==> config.mk <==
export PLATFORM = sky130hd
export DESIGN_NAME = splitter_channel_io
export DESIGN_NICKNAME = d
export VERILOG_FILES = /design/src/hdl/splitter_pkg.sv /design/src/hdl/pin_sync.sv /design/src/hdl/output_hold.sv /design/src/hdl/splitter_channel_io.sv
export VERILOG_INCLUDE_DIRS = /design/src /design/src/hdl
export SDC_FILE = /design/constraint.sdc
export NUM_CORES = 1
export LEC_CHECK = 0
export BUFFER_PORTS_ARGS = -buffer_cell sky130_fd_sc_hd__clkbuf_2
export CAP_MARGIN = 20
export CORE_ASPECT_RATIO = 1.5
export CORE_UTILIZATION = 30
export DETAILED_ROUTE_END_ITERATION = 8
export GPL_TIMING_DRIVEN = 0
export PLACE_DENSITY = 0.54
export SKIP_LAST_GASP = 1
export SLEW_MARGIN = 10
export SYNTH_ARGS = -nofsm -noshare
export SYNTH_HDL_FRONTEND = slang
export SYNTH_HIERARCHICAL = 1
export SYNTH_SLANG_ARGS = --single-unit
==> constraint.sdc <==
create_clock -name ref_clk_i -period 2.2 [get_ports ref_clk_i]
set_input_delay 0 -clock ref_clk_i [delete_from_list [all_inputs] [get_ports ref_clk_i]]
set_output_delay 0 -clock ref_clk_i [all_outputs]
set_load 0.01 [all_outputs]
==> src/hdl/splitter_cfg.svh <==
// Register offsets, reset values and control bit positions of the
// splitter channel block. Included by splitter_channel_io by bare name.
`ifndef SPLITTER_CFG_SVH
`define SPLITTER_CFG_SVH
`define OFS_DIR 4'h0
`define OFS_PIN2_MODE 4'h1
`define OFS_IN_MASK 4'h2
`define OFS_FB_MODE 4'h3
`define OFS_FB_VALUE 4'h4
`define OFS_OUT_MASK 4'h5
`define OFS_OUT_CMD 4'h6
`define OFS_CTRL 4'h7
`define OFS_WORD0 4'h8
`define OFS_WORD5 4'hd
`define OFS_OUT_STATE 4'he
`define RST_DIR 8'h00
`define RST_PIN2_MODE 8'hff
`define RST_IN_MASK 8'h00
`define RST_FB_MODE 8'hff
`define RST_FB_VALUE 8'h00
`define RST_OUT_MASK 8'hff
`define CTRL_DOWNLOAD 0
`define CTRL_RESET 1
`define CTRL_STORE 2
`define CTRL_STOP 3
`define CTRL_RESUME 4
`endif

==> src/hdl/splitter_pkg.sv <==
// Types shared by the splitter channel block.
// Assumes splitter_cfg.svh holds the numeric constants.
package splitter_pkg;
  typedef enum logic [2:0] {
    MODE_RUN = 3'b001,
    MODE_FALL = 3'b010,
    MODE_STOP = 3'b100
  } mode_e;
  typedef struct packed {
    logic [7:0] dir;
    logic [7:0] p2mode;
    logic [7:0] inmask;
    logic [7:0] fbmode;
    logic [7:0] fbval;
    logic [7:0] omask;
    logic [7:0] cmd;
    logic fb_lat;
    logic stop_lat;
    mode_e mode;
    logic [15:0] rdata;
  } core_s;
endpackage

==> src/hdl/pin_sync.sv <==
// Two-flop synchroniser for a group of pin levels.
// Assumes the inputs are asynchronous to ref_clk_i.
`timescale 1ns/1ps
module pin_sync #(
  parameter int W = 8
) (
  input wire logic ref_clk_i,
  input wire logic rst_i,
  input wire logic [W-1:0] d_i,
  output logic [W-1:0] q_o
);
  typedef struct packed {
    logic [W-1:0] s1;
    logic [W-1:0] s2;
  } sync_s;
  sync_s st_reg;
  sync_s st_next;
  // First stage feeds only the second stage
  always_comb begin
    st_next.s1 = d_i;
    st_next.s2 = st_reg.s1;
  end
  always_ff @(posedge ref_clk_i) begin
    if (rst_i) begin
      st_reg <= '0;
    end else begin
      st_reg <= st_next;
    end
  end
  assign q_o = st_reg.s2;
endmodule // pin_sync

==> src/hdl/output_hold.sv <==
// Pin-4 output latches of the eight sockets with fallback and hold.
// Assumes fallback_i and hold_i are synchronous to ref_clk_i.
`timescale 1ns/1ps
module output_hold (
  input wire logic ref_clk_i,
  input wire logic rst_i,
  input wire logic [7:0] cmd_i,
  input wire logic [7:0] omask_i,
  input wire logic [7:0] fbmode_i,
  input wire logic [7:0] fbval_i,
  input wire logic fallback_i,
  input wire logic hold_i,
  output logic [7:0] out_o
);
  logic [7:0] out_reg;
  logic [7:0] out_next;
  always_comb begin
    if (hold_i) begin
      // Stop freezes everything, fallback settings ignored
      out_next = out_reg;
    end else if (fallback_i) begin
      out_next = (fbmode_i & fbval_i) | (~fbmode_i & out_reg);
    end else begin
      out_next = (omask_i & cmd_i) | (~omask_i & out_reg);
    end
  end
  // Bits with mode 0 keep their value: bits with mode 1 load
  // the fallback value: masked-off bits keep theirs
  always_ff @(posedge ref_clk_i) begin
    if (rst_i) begin
      out_reg <= 8'h00;
    end else begin
      out_reg <= out_next;
    end
  end
  assign out_o = out_reg;
endmodule // output_hold

==> src/hdl/splitter_channel_io.sv <==
// Eight-socket splitter channel logic: pin-4 direction, input and
// output masks, pin-2 diagnostics, fallback and hold-on-stop, and the
// six-word input image read over a plain register port.
// Assumes event inputs come from logic on ref_clk_i; pins are async.
//
// Functional notes
// - Direction bit 1 drives pin 4 as output
// - Direction bit 0 makes pin 4 an input
// - Pin 2 reports same-socket diagnostics by default
// - Input mask resets 0, input reported
// - Input mask 1 hides that channel input
// - Input mask also gates pin-2 diagnostics
// - Lost communication sends outputs to fallback state
// - Fallback mode resets 1, predefined value
// - Fallback mode 0 holds, value ignored
// - Hold-last-value keeps output while link lost
// - Fallback value single bit, resets to 0
// - Output mask resets 1, output follows command
// - Output mask 0 keeps last output value
// - Module, cable, download, reset, store trigger fallback
// - Online stop freezes outputs, ignores fallback settings
// - Six 16-bit words of inputs and diagnostics
// - Words contiguous, input data before diagnostics
// - Pin-2 mode 1 diagnostics, 0 extra sensor
// - Diagnostic bit 1 when pin 2 has no signal
`timescale 1ns/1ps
`include "splitter_cfg.svh"
module splitter_channel_io (
  input wire logic ref_clk_i,
  input wire logic rst_i,
  input wire logic [3:0] addr_i,
  input wire logic [15:0] wr_data_i,
  input wire logic wr_en_i,
  input wire logic rd_en_i,
  output logic [15:0] rd_data_o,
  input wire logic comm_lost_i,
  input wire logic iface_fail_i,
  input wire logic bus_cable_lost_i,
  input wire logic ext_cable_lost_i,
  input wire logic [7:0] pin4_i,
  output logic [7:0] pin4_o,
  output logic [7:0] pin4_oe_n_o,
  input wire logic [7:0] pin2_i,
  input wire logic [15:0] common_diag_i,
  input wire logic [7:0] sensor_short_i,
  input wire logic [7:0] act_short_i,
  input wire logic [7:0] act_warn_i,
  output logic fallback_o,
  output logic stop_o
);
  splitter_pkg::core_s st_reg;
  splitter_pkg::core_s st_next;
  logic [55:0] pins_s;
  logic [7:0] p4_s;
  logic [7:0] p2_s;
  logic [15:0] cdiag_s;
  logic [7:0] sshort_s;
  logic [7:0] ashort_s;
  logic [7:0] awarn_s;
  logic [7:0] out_q;
  logic [7:0] p2_val;
  logic [15:0] word [6];
  logic wr_ctrl;
  logic link_loss;
  logic cmd_evt;
  logic fb_now;
  logic hold_now;

  function automatic logic [15:0] keep8(input logic [7:0] v,
                                        input logic [7:0] en);
    keep8 = {8'h00, v & en};
  endfunction

  pin_sync #(.W(56)) u_sync (
    .ref_clk_i(ref_clk_i),
    .rst_i(rst_i),
    .d_i({pin4_i, pin2_i, common_diag_i, sensor_short_i, act_short_i,
          act_warn_i}),
    .q_o(pins_s)
  );
  assign p4_s = pins_s[55:48];
  assign p2_s = pins_s[47:40];
  assign cdiag_s = pins_s[39:24];
  assign sshort_s = pins_s[23:16];
  assign ashort_s = pins_s[15:8];
  assign awarn_s = pins_s[7:0];

  // Input image: word 0 pin-4 inputs, word 1 pin-2, then diagnostics
  // Output sockets and masked channels read as zero
  assign word[0] = keep8(p4_s, ~st_reg.dir & ~st_reg.inmask);
  // Diagnostic mode reports absence of signal, sensor mode the level
  assign p2_val = (st_reg.p2mode & ~p2_s) | (~st_reg.p2mode & p2_s);
  assign word[1] = keep8(p2_val, ~st_reg.inmask);
  assign word[2] = cdiag_s;
  // Sensor mode on pin 2 suppresses that socket's diagnostics
  assign word[3] = keep8(sshort_s, st_reg.p2mode);
  assign word[4] = keep8(ashort_s, st_reg.dir & st_reg.p2mode);
  assign word[5] = keep8(awarn_s, st_reg.dir & st_reg.p2mode);

  assign wr_ctrl = wr_en_i && addr_i == `OFS_CTRL;
  // Every loss event is one synchronous level into the output logic
  assign link_loss = comm_lost_i | iface_fail_i | bus_cable_lost_i
                   | ext_cable_lost_i;
  assign cmd_evt = wr_ctrl && (wr_data_i[`CTRL_DOWNLOAD]
                   || wr_data_i[`CTRL_RESET]
                   || wr_data_i[`CTRL_STORE]);
  // Combinational so outputs react at the first edge after the event
  assign fb_now = link_loss | cmd_evt | st_reg.fb_lat;
  // Stop outranks every loss event; a level loss still present at
  // resume takes effect then, a finished one leaves no trace
  assign hold_now = st_reg.stop_lat
                  | (wr_ctrl && wr_data_i[`CTRL_STOP]);

  always_comb begin
    st_next = st_reg;
    st_next.rdata = 16'h0000;
    if (wr_en_i) begin
      unique case (addr_i)
        `OFS_DIR: st_next.dir = wr_data_i[7:0];
        `OFS_PIN2_MODE: st_next.p2mode = wr_data_i[7:0];
        `OFS_IN_MASK: st_next.inmask = wr_data_i[7:0];
        `OFS_FB_MODE: st_next.fbmode = wr_data_i[7:0];
        `OFS_FB_VALUE: st_next.fbval = wr_data_i[7:0];
        `OFS_OUT_MASK: st_next.omask = wr_data_i[7:0];
        `OFS_OUT_CMD: st_next.cmd = wr_data_i[7:0];
        default: st_next.cmd = st_reg.cmd;
      endcase
    end
    // Resume clears the latches, but a new event in the same cycle wins
    if (wr_ctrl && wr_data_i[`CTRL_RESUME]) begin
      st_next.fb_lat = 1'b0;
      st_next.stop_lat = 1'b0;
    end
    if (cmd_evt) begin
      st_next.fb_lat = 1'b1;
    end
    if (wr_ctrl && wr_data_i[`CTRL_STOP]) begin
      st_next.stop_lat = 1'b1;
    end
    if (hold_now) begin
      st_next.mode = splitter_pkg::MODE_STOP;
    end else if (fb_now) begin
      st_next.mode = splitter_pkg::MODE_FALL;
    end else begin
      st_next.mode = splitter_pkg::MODE_RUN;
    end
    if (rd_en_i) begin
      if (addr_i >= `OFS_WORD0 && addr_i <= `OFS_WORD5) begin
        st_next.rdata = word[3'(addr_i - `OFS_WORD0)];
      end else begin
        unique case (addr_i)
          `OFS_DIR: st_next.rdata = {8'h00, st_reg.dir};
          `OFS_PIN2_MODE: st_next.rdata = {8'h00, st_reg.p2mode};
          `OFS_IN_MASK: st_next.rdata = {8'h00, st_reg.inmask};
          `OFS_FB_MODE: st_next.rdata = {8'h00, st_reg.fbmode};
          `OFS_FB_VALUE: st_next.rdata = {8'h00, st_reg.fbval};
          `OFS_OUT_MASK: st_next.rdata = {8'h00, st_reg.omask};
          `OFS_OUT_CMD: st_next.rdata = {8'h00, st_reg.cmd};
          `OFS_CTRL: st_next.rdata = {13'h0000, st_reg.mode};
          `OFS_OUT_STATE: st_next.rdata = {8'h00, out_q};
          default: st_next.rdata = 16'h0000;
        endcase
      end
    end
  end

  always_ff @(posedge ref_clk_i) begin
    if (rst_i) begin
      st_reg.dir <= `RST_DIR;
      st_reg.p2mode <= `RST_PIN2_MODE;
      st_reg.inmask <= `RST_IN_MASK;
      st_reg.fbmode <= `RST_FB_MODE;
      st_reg.fbval <= `RST_FB_VALUE;
      st_reg.omask <= `RST_OUT_MASK;
      st_reg.cmd <= 8'h00;
      st_reg.fb_lat <= 1'b0;
      st_reg.stop_lat <= 1'b0;
      st_reg.mode <= splitter_pkg::MODE_RUN;
      st_reg.rdata <= 16'h0000;
    end else begin
      st_reg <= st_next;
    end
  end

  output_hold u_out (
    .ref_clk_i(ref_clk_i),
    .rst_i(rst_i),
    .cmd_i(st_reg.cmd),
    .omask_i(st_reg.omask),
    .fbmode_i(st_reg.fbmode),
    .fbval_i(st_reg.fbval),
    .fallback_i(fb_now),
    .hold_i(hold_now),
    .out_o(out_q)
  );

  // Input sockets see a released pin; value bit stays low there too
  assign pin4_o = out_q & st_reg.dir;
  assign pin4_oe_n_o = ~st_reg.dir;
  assign rd_data_o = st_reg.rdata;
  assign fallback_o = st_reg.mode == splitter_pkg::MODE_FALL;
  assign stop_o = st_reg.mode == splitter_pkg::MODE_STOP;
endmodule // splitter_channel_io

== Yosys cells after proc, flatten, opt, wreduce, memory -nomap -nowiden ==
Index checks and enable logic that the tools add are counted.

* Equal/unequal tests: 10
* Bitwise logic cells: 31
* Reduce and logical (&&, ||, !) cells: 19
* Order comparisons: 3
* $add $sub $neg: 1
* Multiplexer cells: 11

{| class="wikitable"
|+ Operators with widths
! operator !! count
|-
| AND 8 bit || 14
|-
| case mux 8 bit (9 select lines) || 1
|-
| binary-select mux 16 bit (select 3 bit) || 1
|-
| 2-to-1 mux 16 bit || 3
|-
| NOT 8 bit || 6
|-
| bitwise OR 8 bit || 3
|-
| equality test 4 x 3 -> 1 bit, second input constant || 4
|-
| AND reduction 2 bit || 7
|-
| equality test 4 x 2 -> 1 bit, second input constant || 2
|-
| greater-or-equal comparator 4 bit, second input constant || 2
|-
| 2-to-1 mux 8 bit || 1
|-
| bitwise OR 1 bit || 6
|-
| logical AND 1 bit || 5
|-
| equality test 4 x 1 -> 1 bit, second input constant || 1
|-
| equality test 4 bit, second input constant || 1
|-
| <= comparator 4 bit, second input constant || 1
|-
| zero test 4 bit || 1
|-
| 2-to-1 mux 2 bit || 2
|-
| NOT 3 -> 4 bit || 1
|-
| nonzero test 2 bit || 2
|-
| OR reduction 2 bit || 2
|-
| equality test 3 x 2 -> 1 bit, second input constant || 1
|-
| equality test 3 bit, second input constant || 1
|-
| 2-to-1 mux 3 bit || 1
|-
| other kinds (4) || 6
|}

* Bits in registers: 197
* Word-level logic and storage cells: 90
* Output and inout port bits: 34
* Input port bits: 84

== Longest topological paths before layout ==
* Depth in word-level cells: 8
* Mapped depth: 11
* Gate-level depth less buffers: 8

== Hierarchy ==
Netlist, hierarchy kept.

{| class="wikitable"
|+ By module, submodules not included
! module !! sequential area each (um^2) !! instances !! cells an instance !! area an instance (um^2)
|-
| splitter_channel_io || 1541.5 || 1 || 485 || 4175.3
|-
| pin_sync || 2242.2 || 1 || 236 || 3022.9
|-
| output_hold || 160.2 || 1 || 62 || 554.3
|}

== Worst setup path before layout ==
Ideal clock, no wire load.

* Path type: flip-flop to flip-flop
* From: register st_reg[20] in the netlist's numbering
* To: register with a tool-made name
* Stages on the path, launching flop included: 9
* Library setup time: 0.116 ns
* Period minus slack after synthesis: 1.840 ns
* Slack: 0.360 ns
* Buffers on the path: 2
* Data arrival time: 1.724 ns
* Path through: dfxtp_1 -> or4_1 -> nor3_1 -> inv_1 -> buf_6 -> buf_8 -> mux2i_1 -> nor2_1 -> o211a_1

{| class="wikitable"
|+ RTL lines
! what !! line !! source
|-
| start, declared || splitter_channel_io.sv:51 || <nowiki>splitter_pkg::core_s st_reg;</nowiki>
|-
| start signal, assigned || splitter_channel_io.sv:181 || <nowiki>st_reg <= st_next;</nowiki>
|}

==> results.json <==
{
  "ys_warn_count": 6,
  "cts.htree.levels": 4,
  "fp-row-count": 71,
  "drt-pass1-iter-count": 4,
  "synth-edff-count": 0,
  "io_buffers": 104,
  "track_usage_pct": 17.7,
  "place.gp.congestion": 0.945,
  "status": "complete, no violations",
  "largest_reg_flops": 61,
  "crit_required_ns": 2.53,
  "postRouteWirelength_microns": 22600,
  "die_y_microns": 199,
  "core_area_sq_um": 25200,
  "cp_max_fo": 10,
  "dieArea_sq_um": 26500,
  "worst_hold_slack_ns": 0.0107,
  "ir_drop_v": 0.000524,
  "root_buffer": "clkbuf_16",
  "synth_cell_types": 58,
  "period_needed_ns": 2.07,
  "netlist_top_cells_area": "dfxtp_1, nor2b_1, mux2i_1",
  "max_slew.worst_pin.slew_ns": 0.822,
  "synthArstFlopShare_pct": 0,
  "slew_viol_final": 0,
  "setup_tns_ns": 0,
  "p_seq_share_pct": 49.0,
  "num_vias": 5992,
  "internal_power_mw": 5.76,
  "crit_buf_inv": 3,
  "post-route-period-util_pct": 94.1,
  "worst-setup-path-type": "flop to flop",
  "overflow": 0,
  "cts_tree": "done",
  "drc": 0,
  "max-slew-margin-rel_pct": 45.2,
  "crit_family": "simple AND/OR/NAND/NOR gates",
  "vias_per_cell": 4.55,
  "setup_viol": 0,
  "yosys.area.top_type": "dfxtp_1",
  "syn_area_per_cell_sq_um": 9.90,
  "antenna_found_initial": 0,
  "net-switching-power_mw": 1.88,
  "max_freq_mhz": 483,
  "start_util_pct": 30.7,
  "cp_slowest_cell": "or4_1",
  "place_worst_setup_slack_ns": -0.173,
  "ys.flop_type": "dfxtp_1",
  "wl_per_cell_microns": 17.2,
  "clockBufferDepth": 2,
  "grt_pass1_wl_microns": 34300,
  "drt_iter0_markers": 337,
  "syn-num-nets": 867,
  "cap_violations": 0,
  "area_delta_synth_final_pct": 29.0,
  "grt_pass1_vias": 5945,
  "ys_ff_latch": 197,
  "numCtsBuffers": 17,
  "syn_area_sq_um": 7750,
  "crit_chain": "or4_1 -> nor3_1 -> inv_1 -> buf_6 -> buf_8 -> mux2i_1 -> nor2_1 -> o211a_1",
  "ios": 118,
  "die_w_microns": 133,
  "dp_hpwl_microns": 16900,
  "clock_latency_ns": 0.44,
  "nNetsFinal": 1059,
  "num_antenna_cells": 0,
  "p_leak_nw": 4.25,
  "hold_class": "input pin to flop",
  "switching_share_pct": 24.7,
  "max_stage_delay_ns": 0.52,
  "ys_seq_area_share_pct": 50.9,
  "yosys-top-cells-count": "dfxtp_1, nor2b_1, nor2_1",
  "setup_ws_ns": 0.130,
  "p_comb_share_pct": 8.9,
  "synth_top_area_share_pct": 50.9,
  "antenna_left": 0,
  "yosysMostFrequentCell": "dfxtp_1",
  "clk_pin_slew_ns": 0.07,
  "start_kind": "flop",
  "critPathCaptureType": "flop",
  "cts.sinks": 197,
  "synthCells": 783,
  "rsz0062_at_grt": "false",
  "power.density_nw_per_um2": 764,
  "crit_arrival_ns": 2.40,
  "finClkSkew_ns": 0.00789,
  "hold_violations": 0,
  "clkPwrFrac_pct": 42.1,
  "drive_above_1_share_pct": 20.3,
  "grt_max_degree": 20
}
worst paths after layout:
kind                   end  slack, ns             start  cells past startpoint
max                   flop       0.13        st_reg[20]                      8
min             st_reg[16]       0.01  bus_cable_lost_i                      4
max reg2reg           flop       0.13        st_reg[20]                      8
min reg2reg  rd_data_o[15]       0.42    u_sync/q_o[39]                      1
stage by stage:
step / util, % / cells / power (mW) / instance area [sq um]
after floorplan: - / 783 / 4.17 / 7750
after detailed placement: 34.4 / 1215 / 4.41 / 8680
final: 39.6 / 1316 / 7.64 / 10000
after global routing: 39.6 / 1316 / 7.94 / 10000
after CTS: 39.6 / 1316 / 7.73 / 10000
after global placement: 34.4 / 1215 / 4.41 / 8680
worst reg2reg max path: cells and delay by family, from the launching register on:
kind,cells,cell delay [ns]
buffers and inverters,3,0.40
muxes,1,0.16
AOI/OAI and AO/OA,1,0.20
and+or+nand+nor,3,0.88
DFF,1,0.32
logic make-up after synthesis:
kind of cell,Yosys count,synth area share [%]
AND/OR/NAND/NOR,315,22.5
buffers and inverters,91,6.94
multiplexers,59,8.05
flip-flops,197,50.9
XOR/XNOR,8,0.904
AO/OA/AOI/OAI,113,10.7
per-layer routing:
metal  vias to the layer above  wire length, microns  share of wire, %  track usage (%)
met5                         -                     0                 0                0
met4                         0                   966               4.3             10.3
met3                        38                   802               3.5             3.11
met2                       162                 12300                54             33.3
met1                      2786                  8590                38             18.1
li1                       3006                     -                 -                -
what timing repair did:
item                                    CTS  global route
hold buffers                             69             0
endpoints found under the hold margin   121             0
setup buffers                             0             0
endpoints found under the setup margin    6             0
gates resized for setup                   2             0
placed cells by master (no fill, tap or decap), types with 4 or more instances in the layout:
cell	count
o22ai_1	10
inv_1	26
nand2b_1	4
nand3b_1	13
mux2_1	4
mux2i_1	50
clkbuf_16	17
clkbuf_1	13
inv_8	4
and2_1	18
o32ai_1	10
o211a_1	4
and3_1	4
nor3_1	11
buf_6	7
a21oi_1	18
a22oi_1	16
nand2_1	33
buf_4	28
nor3b_1	5
nor2b_1	130
a31oi_1	14
clkbuf_2	104
a211o_1	16
nor2_1	78
buf_2	14
dlygate4sd3_1	69
dfxtp_1	197
xor2_1	8
power groups by stage:
stage	registers, mW	logic [mW]	clock network, mW
after global placement	3.83	0.581	0
after global routing	3.76	0.735	3.45
after floorplan	3.81	0.367	0
final	3.75	0.679	3.22
after detailed placement	3.83	0.584	0
after CTS	3.75	0.684	3.30
area by class of cell:
class / instances / area (sq um)
plain buffers: 65 / 440
clock buffers: 17 / 425
clock inverters: 15 / 190
fillers: 2586 / 15200
inverters: 26 / 97.6
multi-input cells: 495 / 3280
flip-flops and latches: 197 / 3940
well taps: 328 / 410
repair buffers: 173 / 1210
No activity file was read; power rests on OpenSTA's default activity.
